## config.mk

```make
export PLATFORM = sky130hd
export DESIGN_NAME = ffsa_top
export DESIGN_NICKNAME = d
export VERILOG_FILES = /design/src/common/ffsa_pkg.sv /design/src/logic/ffsa_flag_bank.sv /design/src/logic/ffsa_top.sv
export SDC_FILE = /design/constraint.sdc
export NUM_CORES = 1
export LEC_CHECK = 0
export BUFFER_PORTS_ARGS = -buffer_cell sky130_fd_sc_hd__buf_2
export CAP_MARGIN = 5
export CORE_ASPECT_RATIO = 1.25
export CORE_MARGIN = 5
export CORE_UTILIZATION = 36
export CTS_BUF_LIST = sky130_fd_sc_hd__clkbuf_4
export DETAILED_ROUTE_END_ITERATION = 7
export PLACE_DENSITY = 0.88
export SLEW_MARGIN = 30
export SYNTH_ARGS = -nofsm -noshare
export SYNTH_HDL_FRONTEND = slang
export SYNTH_SLANG_ARGS = --single-unit
```

## constraint.sdc

```tcl
create_clock -name REF_CLK -period 1 [get_ports REF_CLK]
set_input_delay 0 -clock REF_CLK [delete_from_list [all_inputs] [get_ports REF_CLK]]
set_output_delay 0 -clock REF_CLK [all_outputs]
set_load 0.01 [all_outputs]
```

## src/common/ffsa_pkg.sv

```systemverilog
// Constants, field positions and carrier types for the fault flag
// status aggregator. Shared by the top module and the flag bank.
// Assumes a single 50 MHz clock domain with active-low async reset.
package ffsa_pkg;

    // Clock rate and response latency
    localparam int CLK_PERIOD_NS   = 20;     // REF_CLK period
    localparam int FAULT_LAT_NS    = 20;     // Detect-to-flag time
    localparam int FAULT_LAT_CYC   = (FAULT_LAT_NS + CLK_PERIOD_NS - 1)
                                     / CLK_PERIOD_NS;

    // Register widths
    localparam int SUP_W = 16;               // Supply status flags
    localparam int CLK_W = 3;                // Clock status flags
    localparam int DIG_W = 4;                // Digital status flags
    localparam int STS_W = 16;               // Upper/lower status words
    localparam int CNT_W = 2;                // Rolling tally width

    // Supply flags with a checking circuit (OV, UV, OSC, ground pins)
    localparam logic [15:0] SUP_DIAG_MASK = 16'hE1FF;
    // Digital status: three sections then the memory checksum
    localparam int DIG_MEM_BIT = 3;
    // Clock status: frequency compare, osc watchdog, main watchdog
    localparam int CLK_FREQ_BIT = 0;

    // Upper status word fields
    localparam int UP_RESET_BIT  = 15;
    localparam int UP_COMM_LSB   = 11;       // Four comm flags [14:11]
    localparam int UP_CMD_LSB    = 7;        // Command response [10:7]
    localparam int UP_LOCK_BIT   = 6;
    localparam int UP_CLKSRC_BIT = 5;
    localparam int UP_MODE_BIT   = 4;
    // Lower status word fields
    localparam int LO_SEQ_RUN_BIT = 15;
    localparam int LO_CONV_A_LSB  = 4;
    localparam int LO_CONV_B_LSB  = 2;
    localparam int LO_SEQ_LSB     = 0;

    // Reset values
    localparam logic [15:0] FLAGS_OK_N   = 16'hFFFF;  // No fault
    localparam logic        RST_FLAG_RST = 1'h0;      // Reset seen
    localparam logic [3:0]  COMM_OK_N    = 4'hF;

    // Host clear target word
    typedef enum logic [1:0] {
        CLR_SUPPLY  = 2'h0,
        CLR_CLOCK   = 2'h1,
        CLR_DIGITAL = 2'h2,
        CLR_UPPER   = 2'h3
    } ffsa_clr_sel_t;

    // Host write-one-to-clear request
    typedef struct packed {
        logic          we;                   // One-cycle write strobe
        ffsa_clr_sel_t sel;                  // Target word
        logic [15:0]   data;                 // Ones clear flags
    } ffsa_clr_t;

    // Serial frame events from the interface logic
    typedef struct packed {
        logic frame_start;                   // Pulse at frame start
        logic frame_end;                     // Pulse at frame end
        logic crc_err;                       // Valid with frame_end
        logic timeout_err;
        logic sclk_err;
        logic access_err;
    } ffsa_frame_t;

endpackage

```

## src/logic/ffsa_flag_bank.sv

```systemverilog
// Bank of sticky active-low fault flags with enable and diagnostic
// injection. Assumes clear strobes are one clock wide.
`timescale 1ns/100ps
module ffsa_flag_bank
    import ffsa_pkg::*;
#(
    parameter int W = 4
) (
    input  wire logic         clk,
    input  wire logic         rst_n,
    input  wire logic [W-1:0] fault,     // Raw monitor detect
    input  wire logic [W-1:0] enable,    // Monitor enable
    input  wire logic [W-1:0] diag,      // Diagnostic injection
    input  wire logic         clr_we,    // Clear strobe
    input  wire logic [W-1:0] clr_data,  // Ones clear
    output logic      [W-1:0] flag_n     // Low means fault seen
);

    // Each flag holds its own state; a detect beats a clear
    genvar i;
    generate
        for (i = 0; i < W; i++) begin : g_flag
            always_ff @(posedge clk or negedge rst_n) begin
                if (!rst_n) begin
                    flag_n[i] <= 1'h1;
                end else if (enable[i] && (fault[i] || diag[i])) begin
                    // Still faulty: latch or re-assert
                    flag_n[i] <= 1'h0;
                end else if (clr_we && clr_data[i]) begin
                    // Host write of one releases the flag
                    flag_n[i] <= 1'h1;
                end
            end
        end
    endgenerate

endmodule

```

## src/logic/ffsa_top.sv

```systemverilog
// Fault flag and status aggregator: monitor flags, comm flags,
// indicators and rolling tallies, all presented as plain ports.
// Assumes monitor and frame inputs are synchronous to REF_CLK.
`timescale 1ns/100ps
module ffsa_top
    import ffsa_pkg::*;
(
    input  wire logic             REF_CLK,
    input  wire logic             RST_N,
    input  wire logic [SUP_W-1:0] SUPPLY_FAULT,
    input  wire logic [SUP_W-1:0] SUPPLY_MON_EN,
    input  wire logic [SUP_W-1:0] SUPPLY_DIAG_EN,
    input  wire logic [CLK_W-1:0] CLOCK_FAULT,
    input  wire logic [CLK_W-1:0] CLOCK_MON_EN,
    input  wire logic             MAIN_CLOCK_HIGH_CHECK_ENABLE,
    input  wire logic             MAIN_CLOCK_LOW_CHECK_ENABLE,
    input  wire logic [CLK_W-1:1] CLOCK_WD_DIAG_EN,
    input  wire logic [2:0]       SECTION_CHECKSUM_FAULT,
    input  wire logic [2:0]       SECTION_CHECKSUM_ENABLE,
    input  wire logic             MEMORY_CHECKSUM_FAULT,
    input  wire logic [1:0]       MEMORY_CHECKSUM_DIAG_SEL,
    input  wire ffsa_frame_t      FRAME,
    input  wire logic             TIMEOUT_MON_EN,
    input  wire logic             SCLK_COUNT_MON_EN,
    input  wire ffsa_clr_t        HOST_CLR,
    input  wire logic [3:0]       CMD_RESPONSE,
    input  wire logic             LOCK_STATE,
    input  wire logic             CLOCK_SOURCE,
    input  wire logic             OPERATING_MODE,
    input  wire logic             SEQUENCER_BUSY,
    input  wire logic             CONV_A_DONE,
    input  wire logic             CONV_B_DONE,
    input  wire logic             SEQUENCE_DONE,
    output logic      [SUP_W-1:0] SUPPLY_STATUS,
    output logic      [CLK_W-1:0] CLOCK_STATUS,
    output logic      [DIG_W-1:0] DIGITAL_STATUS,
    output logic      [STS_W-1:0] STATUS_UPPER,
    output logic      [STS_W-1:0] STATUS_LOWER
);

    // Decode of a host clear aimed at one status word
    function automatic logic clr_hit(input ffsa_clr_t c,
                                     input ffsa_clr_sel_t s);
        return c.we && (c.sel == s);
    endfunction

    logic             clr_sup;           // Clear aimed at supply word
    logic             clr_clk;           // Clear aimed at clock word
    logic             clr_dig;           // Clear aimed at digital word
    logic             clr_up;            // Clear aimed at upper word
    logic [CLK_W-1:0] clk_diag;          // Clock diag injection
    logic [DIG_W-1:0] dig_fault;         // Digital raw detects
    logic [DIG_W-1:0] dig_en;            // Digital enables
    logic [DIG_W-1:0] dig_diag;          // Digital diag injection
    logic             reset_occurred_flag_n_q;
    logic [3:0]       comm_flag_n_q;     // crc, timeout, sclk, access
    logic [3:0]       frame_err;         // Qualified frame errors
    logic             clean_frame_q;     // Last frame ended clean
    logic [3:0]       cmd_q;             // Command response copy
    logic             lock_q;
    logic             clksrc_q;
    logic             mode_q;
    logic             sequencer_running_q;
    logic [CNT_W-1:0] current_adc_a_conv_tally_q;
    logic [CNT_W-1:0] current_adc_b_conv_tally_q;
    logic [CNT_W-1:0] sequence_tally_q;

    assign clr_sup = clr_hit(HOST_CLR, CLR_SUPPLY);
    assign clr_clk = clr_hit(HOST_CLR, CLR_CLOCK);
    assign clr_dig = clr_hit(HOST_CLR, CLR_DIGITAL);
    assign clr_up  = clr_hit(HOST_CLR, CLR_UPPER);

    // Supply word: sixteen sticky flags, diag only where circuit exists
    ffsa_flag_bank #(.W(SUP_W)) u_supply (
        .clk      (REF_CLK),
        .rst_n    (RST_N),
        .fault    (SUPPLY_FAULT),
        .enable   (SUPPLY_MON_EN),
        .diag     (SUPPLY_DIAG_EN & SUP_DIAG_MASK),
        .clr_we   (clr_sup),
        .clr_data (HOST_CLR.data[SUP_W-1:0]),
        .flag_n   (SUPPLY_STATUS)
    );

    // Either frequency check direction exercises the clock compare
    always_comb begin
        clk_diag               = {CLOCK_WD_DIAG_EN, 1'h0};
        clk_diag[CLK_FREQ_BIT] = MAIN_CLOCK_HIGH_CHECK_ENABLE
                               | MAIN_CLOCK_LOW_CHECK_ENABLE;
    end

    // Clock word: compare and two watchdogs
    ffsa_flag_bank #(.W(CLK_W)) u_clock (
        .clk      (REF_CLK),
        .rst_n    (RST_N),
        .fault    (CLOCK_FAULT),
        .enable   (CLOCK_MON_EN),
        .diag     (clk_diag),
        .clr_we   (clr_clk),
        .clr_data (HOST_CLR.data[CLK_W-1:0]),
        .flag_n   (CLOCK_STATUS)
    );

    // Memory checksum has no enable; any nonzero diag code injects
    always_comb begin
        dig_fault = {MEMORY_CHECKSUM_FAULT, SECTION_CHECKSUM_FAULT};
        dig_en    = {1'h1, SECTION_CHECKSUM_ENABLE};
        dig_diag  = {|MEMORY_CHECKSUM_DIAG_SEL, 3'h0};
    end

    // Digital word: three sections plus memory checksum
    ffsa_flag_bank #(.W(DIG_W)) u_digital (
        .clk      (REF_CLK),
        .rst_n    (RST_N),
        .fault    (dig_fault),
        .enable   (dig_en),
        .diag     (dig_diag),
        .clr_we   (clr_dig),
        .clr_data (HOST_CLR.data[DIG_W-1:0]),
        .flag_n   (DIGITAL_STATUS)
    );

    // Reset flag is low after any reset until the host clears it
    always_ff @(posedge REF_CLK or negedge RST_N) begin
        if (!RST_N) begin
            reset_occurred_flag_n_q <= RST_FLAG_RST;
        end else if (clr_up && HOST_CLR.data[UP_RESET_BIT]) begin
            reset_occurred_flag_n_q <= 1'h1;
        end
    end

    // Only timeout and clock count monitors can be switched off
    assign frame_err = {FRAME.crc_err,
                        FRAME.timeout_err & TIMEOUT_MON_EN,
                        FRAME.sclk_err & SCLK_COUNT_MON_EN,
                        FRAME.access_err};

    // Remember whether the last finished frame was clean
    always_ff @(posedge REF_CLK or negedge RST_N) begin
        if (!RST_N) begin
            clean_frame_q <= 1'h0;
        end else if (FRAME.frame_end) begin
            clean_frame_q <= ~|frame_err;
        end else if (FRAME.frame_start) begin
            clean_frame_q <= 1'h0;     // Used once, at this start
        end
    end

    // Comm flags: set at a faulty frame end, self-heal at the start of the frame after a clean one
    always_ff @(posedge REF_CLK or negedge RST_N) begin
        if (!RST_N) begin
            comm_flag_n_q <= COMM_OK_N;
        end else if (FRAME.frame_end) begin
            // New errors win over any recovery
            comm_flag_n_q <= comm_flag_n_q & ~frame_err;
        end else if (FRAME.frame_start && clean_frame_q) begin
            comm_flag_n_q <= COMM_OK_N;
        end
    end

    // Indicator copies so every output leaves a flop
    always_ff @(posedge REF_CLK or negedge RST_N) begin
        if (!RST_N) begin
            cmd_q               <= 4'h0;
            lock_q              <= 1'h0;
            clksrc_q            <= 1'h0;
            mode_q              <= 1'h0;
            sequencer_running_q <= 1'h0;
        end else begin
            cmd_q               <= CMD_RESPONSE;
            lock_q              <= LOCK_STATE;
            clksrc_q            <= CLOCK_SOURCE;
            mode_q              <= OPERATING_MODE;
            sequencer_running_q <= SEQUENCER_BUSY;
        end
    end

    // Rolling tallies wrap silently; host compares successive reads
    always_ff @(posedge REF_CLK or negedge RST_N) begin
        if (!RST_N) begin
            current_adc_a_conv_tally_q <= 2'h0;
            current_adc_b_conv_tally_q <= 2'h0;
            sequence_tally_q           <= 2'h0;
        end else begin
            if (CONV_A_DONE) begin
                current_adc_a_conv_tally_q <=
                    current_adc_a_conv_tally_q + 2'h1;
            end
            if (CONV_B_DONE) begin
                current_adc_b_conv_tally_q <=
                    current_adc_b_conv_tally_q + 2'h1;
            end
            if (SEQUENCE_DONE) begin
                sequence_tally_q <= sequence_tally_q + 2'h1;
            end
        end
    end

    // Upper word assembly, unused bits read zero
    always_comb begin
        STATUS_UPPER = 16'h0000;
        STATUS_UPPER[UP_RESET_BIT]              = reset_occurred_flag_n_q;
        STATUS_UPPER[UP_COMM_LSB +: 4]          = comm_flag_n_q;
        STATUS_UPPER[UP_CMD_LSB +: 4]           = cmd_q;
        STATUS_UPPER[UP_LOCK_BIT]               = lock_q;
        STATUS_UPPER[UP_CLKSRC_BIT]             = clksrc_q;
        STATUS_UPPER[UP_MODE_BIT]               = mode_q;
    end

    // Lower word assembly, unused bits read zero
    always_comb begin
        STATUS_LOWER = 16'h0000;
        STATUS_LOWER[LO_SEQ_RUN_BIT]            = sequencer_running_q;
        STATUS_LOWER[LO_CONV_A_LSB +: CNT_W]    = current_adc_a_conv_tally_q;
        STATUS_LOWER[LO_CONV_B_LSB +: CNT_W]    = current_adc_b_conv_tally_q;
        STATUS_LOWER[LO_SEQ_LSB +: CNT_W]       = sequence_tally_q;
    end
endmodule

```

==> impl_metrics.toml, run 1 <==
[clock_network]
cts_buffers = 5
cts_sinks = 43
cts-root-buf = "clkbuf_4"
htreeDepth = 2
cts.path.max_buffers = 2
postCtsSetupBuffers = 15
hold_buffers = 101
cts-resized-gates = 30

[status]
status = "stopped before the end"
tool.error = "[ERROR RSZ-0060] Max buffer count reached."
lastStage = "4_1_cts"

[synthesis]
yosys.area_share.xor_xnor_pct = 2.75
synth_flop_cell = "dfstp_2"
ys_warn_count = 0
synth_edf_count = 0
synth_top_family_by_area = "compound AO/OA/AOI/OAI gates"
syn_inst = 155
async_flop_share_pct = 100
syn_area_per_cell_um2 = 12.4
synth_compound_area_share_pct = 21.2
synth_mux_area_share_pct = 0
ys_seq_area_share_pct = 58.0
synthAdderAreaFrac_pct = 0
ys_seq_elements = 43
synth-simple-area-share_pct = 9.08
yosys.cell_types.count = 28
syn_area_mm2 = 0.00191

[floorplan]
ios = 162
fp.dieH_um = 91.5
rows = 29
initial_core_util_pct = 37.4
fp.dieW_um = 75.2

[place]
gp_congestion = 0.803
hpwl_um = 4270
portBuffers = 144
placed_cell_area_mm2 = 0.00266
-- synthesized netlist by cell type (2+ instances only) --
master     number  area (um2)
a21oi_1         4        20.0
o21a_1          7        52.6
xnor2_1         3        26.3
dfstp_2        27         709
dfrtp_1        16         400
nand2_1         5        18.8
o22ai_1         2        12.5
and4b_1         3        30.0
nor2_1          4        15.0
o211a_1        12         120
a2bb2oi_1       4        35.0
inv_1           6        22.5
or2_2          12        75.1
o21ai_0        14        70.1
buf_4          18         135
o2bb2ai_1       2        17.5
a221oi_1        3        26.3
xor2_1          3        26.3
-- logic make-up after synthesis --
group                  Yosys count
flip-flops                      43
buffers and inverters           25
XOR/XNOR                         6
AND/OR/NAND/NOR                 27
other                            1
AO/OA/AOI/OAI                   53
-- stage by stage --
| step | util (%) | setup slack [ns] | cells |
|---|---|---|---|
| 3_5_place_dp | 52.0 | 0.0365 | 357 |
| 3_3_place_gp | 52.0 | 0.0726 | 357 |
| 2_1_floorplan | - | 0.0415 | 167 |
==> run 2: changes to the inputs <==
CORE_ASPECT_RATIO = unset   (was 1.25)
CORE_UTILIZATION = 38   (was 36)
CTS_BUF_LIST = unset   (was sky130_fd_sc_hd__clkbuf_4)
PLACE_DENSITY = unset   (was 0.88)
PLACE_DENSITY_LB_ADDON = 0.15   (was unset)
clock period = 1.3 ns   (was 1 ns; I/O delays follow)
==> impl_metrics.toml, run 2 <==
[synthesis]
synth_flop_cell = "dfstp_2"
async_flop_share_pct = 100
synthTopCellsByCount = "dfstp_2, buf_4, dfrtp_1, o21ai_0"
yosysTopAreaCellShare_pct = 37.1
ys_seq_elements = 43
syn_inst = 155
ys_top_cells_by_area = "dfstp_2, dfrtp_1, buf_4"
ys_warn_count = 0
ys_seq_area_share_pct = 58.0
yosys.cell_types.count = 28
yosysMostFrequentCell = "dfstp_2"
syn_area_mm2 = 0.00191
syn_area_per_cell_um2 = 12.4
synth_area_leader_cell = "dfstp_2"
synth_edf_count = 0

[timing]
timing.fmax_ghz = 0.794
hold_violations = 2
skew_ns = 0.00209
slew_violations = 0
setup_violations = 0
rsz0062_at_grt = "false"
period_share_pct = 96.9
hold_ws_ns = -0.0313
finalSetupTns_ns = 0
min_period_ns = 1.26

[clock_network]
clk_pin_slew_ns = 0.09
htreeDepth = 2
clk_latency_ns = 0.29
cts-root-buf = "clkbuf_8"
cts_sinks = 43
cts_tree = "yes"
postCtsSetupBuffers = 0
cts_buffers = 5
cts.path.max_buffers = 2

[layout]
largest_register_ffs = 16
final_common_cell = "buf_2"
register_area_mm2 = 0.00111
n_fill_cell = 381
fin_util_pct = 71.2
nets = 477
regMostFlops = "u_supply.flag_n"
drive_above_1_share_pct = 52.8
final_cell_mix = "buf_2, dlygate4sd3_1, dfstp_2"
syn2layout_area_growth_pct = 79.3
multiInputGateArea_um2 = 681

[global_route]
antenna_found_initial = 0
grt-ovfl-total = 0
grt_pass1_vias = 1992
grtUsageTotal_pct = 18.6
grt_max_degree = 44
grt_pass1_wl_um = 9290

[status]
violations = "negative hold slack"
status = "finished, violations left"

[floorplan]
rows = 25
fp.dieW_um = 81.0
initial_core_util_pct = 39.7
coreArea_mm2 = 0.00482
ios = 162
fp.dieH_um = 81.0
die_area_mm2 = 0.00656

[detailed_routing]
detail-route-antenna-nets = 0
first_pass_iters = 4
post_drt_wl_per_cell_um = 13.7
route.detailed.drc = 0
drtIter0Drc = 23
num_vias = 1928
vias_per_cell = 4.39
wl_um = 6040

[critical_path]
crit_path_end_kind = "flop"
critPathKind = "input port to flop"
arrival_ns = 1.49
reg2reg_slack_ns = 0.36
cp-start-kind = "input port"
worstPathRequired_ns = 1.53
critical_path.max_fanout = 1

[worst_hold_path]
holdCritPathClass = "input port to flop"

[flow_run]
maxCapViolations = 0

[place]
portBuffers = 144
gp_congestion = 0.762
hpwl_um = 4050

[pwr]
peakVddDrop_v = 0.000811
powerDensity_mw_per_mm2 = 994
leakage_nw = 1.80
==> run 2: cell counts after synthesis <==
No cell type changed its count.
==> run 2: worst max-delay path, cell delays in order <==
cell and delay (ns):
dlygate4sd3_1 0.55, buf_2 0.12, o21ai_0 0.12, dlygate4sd3_1 0.57, o211a_1 0.14
==> run 2: repair_timing <==
item / CTS / global route
setup endpoints to repair: 0 / 5
hold buffers: 67 / 4
resized for setup: 0 / 3
hold endpoints to repair: 83 / 2
==> run 2: worst paths after layout <==
| check | from | endpoint | depth (start not counted) |
|---|---|---|---|
| min in group asynchronous | RST_N | current_adc_b_conv_tally_q[0] | 3 |
| worst min register to register | reset_occurred_flag_n_q | reset_occurred_flag_n_q | 1 |
| worst max-delay path | SUPPLY_FAULT[3] | u_supply.flag_n[3] | 5 |
| max in group asynchronous | RST_N | comm_flag_n_q[0] | 3 |
| worst min-delay path | SUPPLY_MON_EN[7] | u_supply.flag_n[7] | 3 |
| worst max register to register | u_digital.flag_n[3] | u_digital.flag_n[3] | 2 |
==> run 2: stage by stage <==
step                      std cells  area, um2  power (mW)  setup WS (ns)
after floorplan                 167       1960        2.04          0.341
after global placement          361       2650        2.39          0.368
after detailed placement        361       2650        2.40          0.364
after CTS                       436       3410        3.45         0.0417
after global routing            438       3430        3.63        0.00386
final                           439       3430        3.41         0.0409
==> run 2: final cells by class <==
type	count	area share (%)
Tap cell	67	2.44
Clock buffer	5	2.01
Clock inverter	3	0.729
Multi-Input combinational cell	99	19.8
Sequential cell	43	32.3
Timing Repair Buffer	215	41.9
Inverter	6	0.656
Antenna cell	1	0.0729
==> run 2: cells by family (layout without fill, tap and decap cells) <==
| family | after synthesis | count (layout) | synth area share (%) |
|---|---|---|---|
| xor gates and xnor gates | 6 | 6 | 2.75 |
| buffers and inverters | 25 | 229 | 8.82 |
| and+or+nand+nor | 27 | 27 | 9.09 |
| AOI/OAI and AO/OA | 53 | 53 | 21.2 |
| DFF | 43 | 43 | 58.0 |
| other | 1 | 14 | 0.196 |
==> run 2: report_power, final <==
| part | switching, mW | internal, mW |
|---|---|---|
| logic | 0.374 | 0.512 |
| registers | 0.120 | 1.54 |
| clock network | 0.479 | 0.384 |
==> run 2: metal layers <==
layer	vias up	GRT usage, %	share of wire, %
met4	0	5.74	1.2
met2	90	35.1	54
met1	876	20.0	36
li1	956	-	-
met3	6	5.10	8.7
met5	-	0	0
Power figures use the tool's default switching activity.
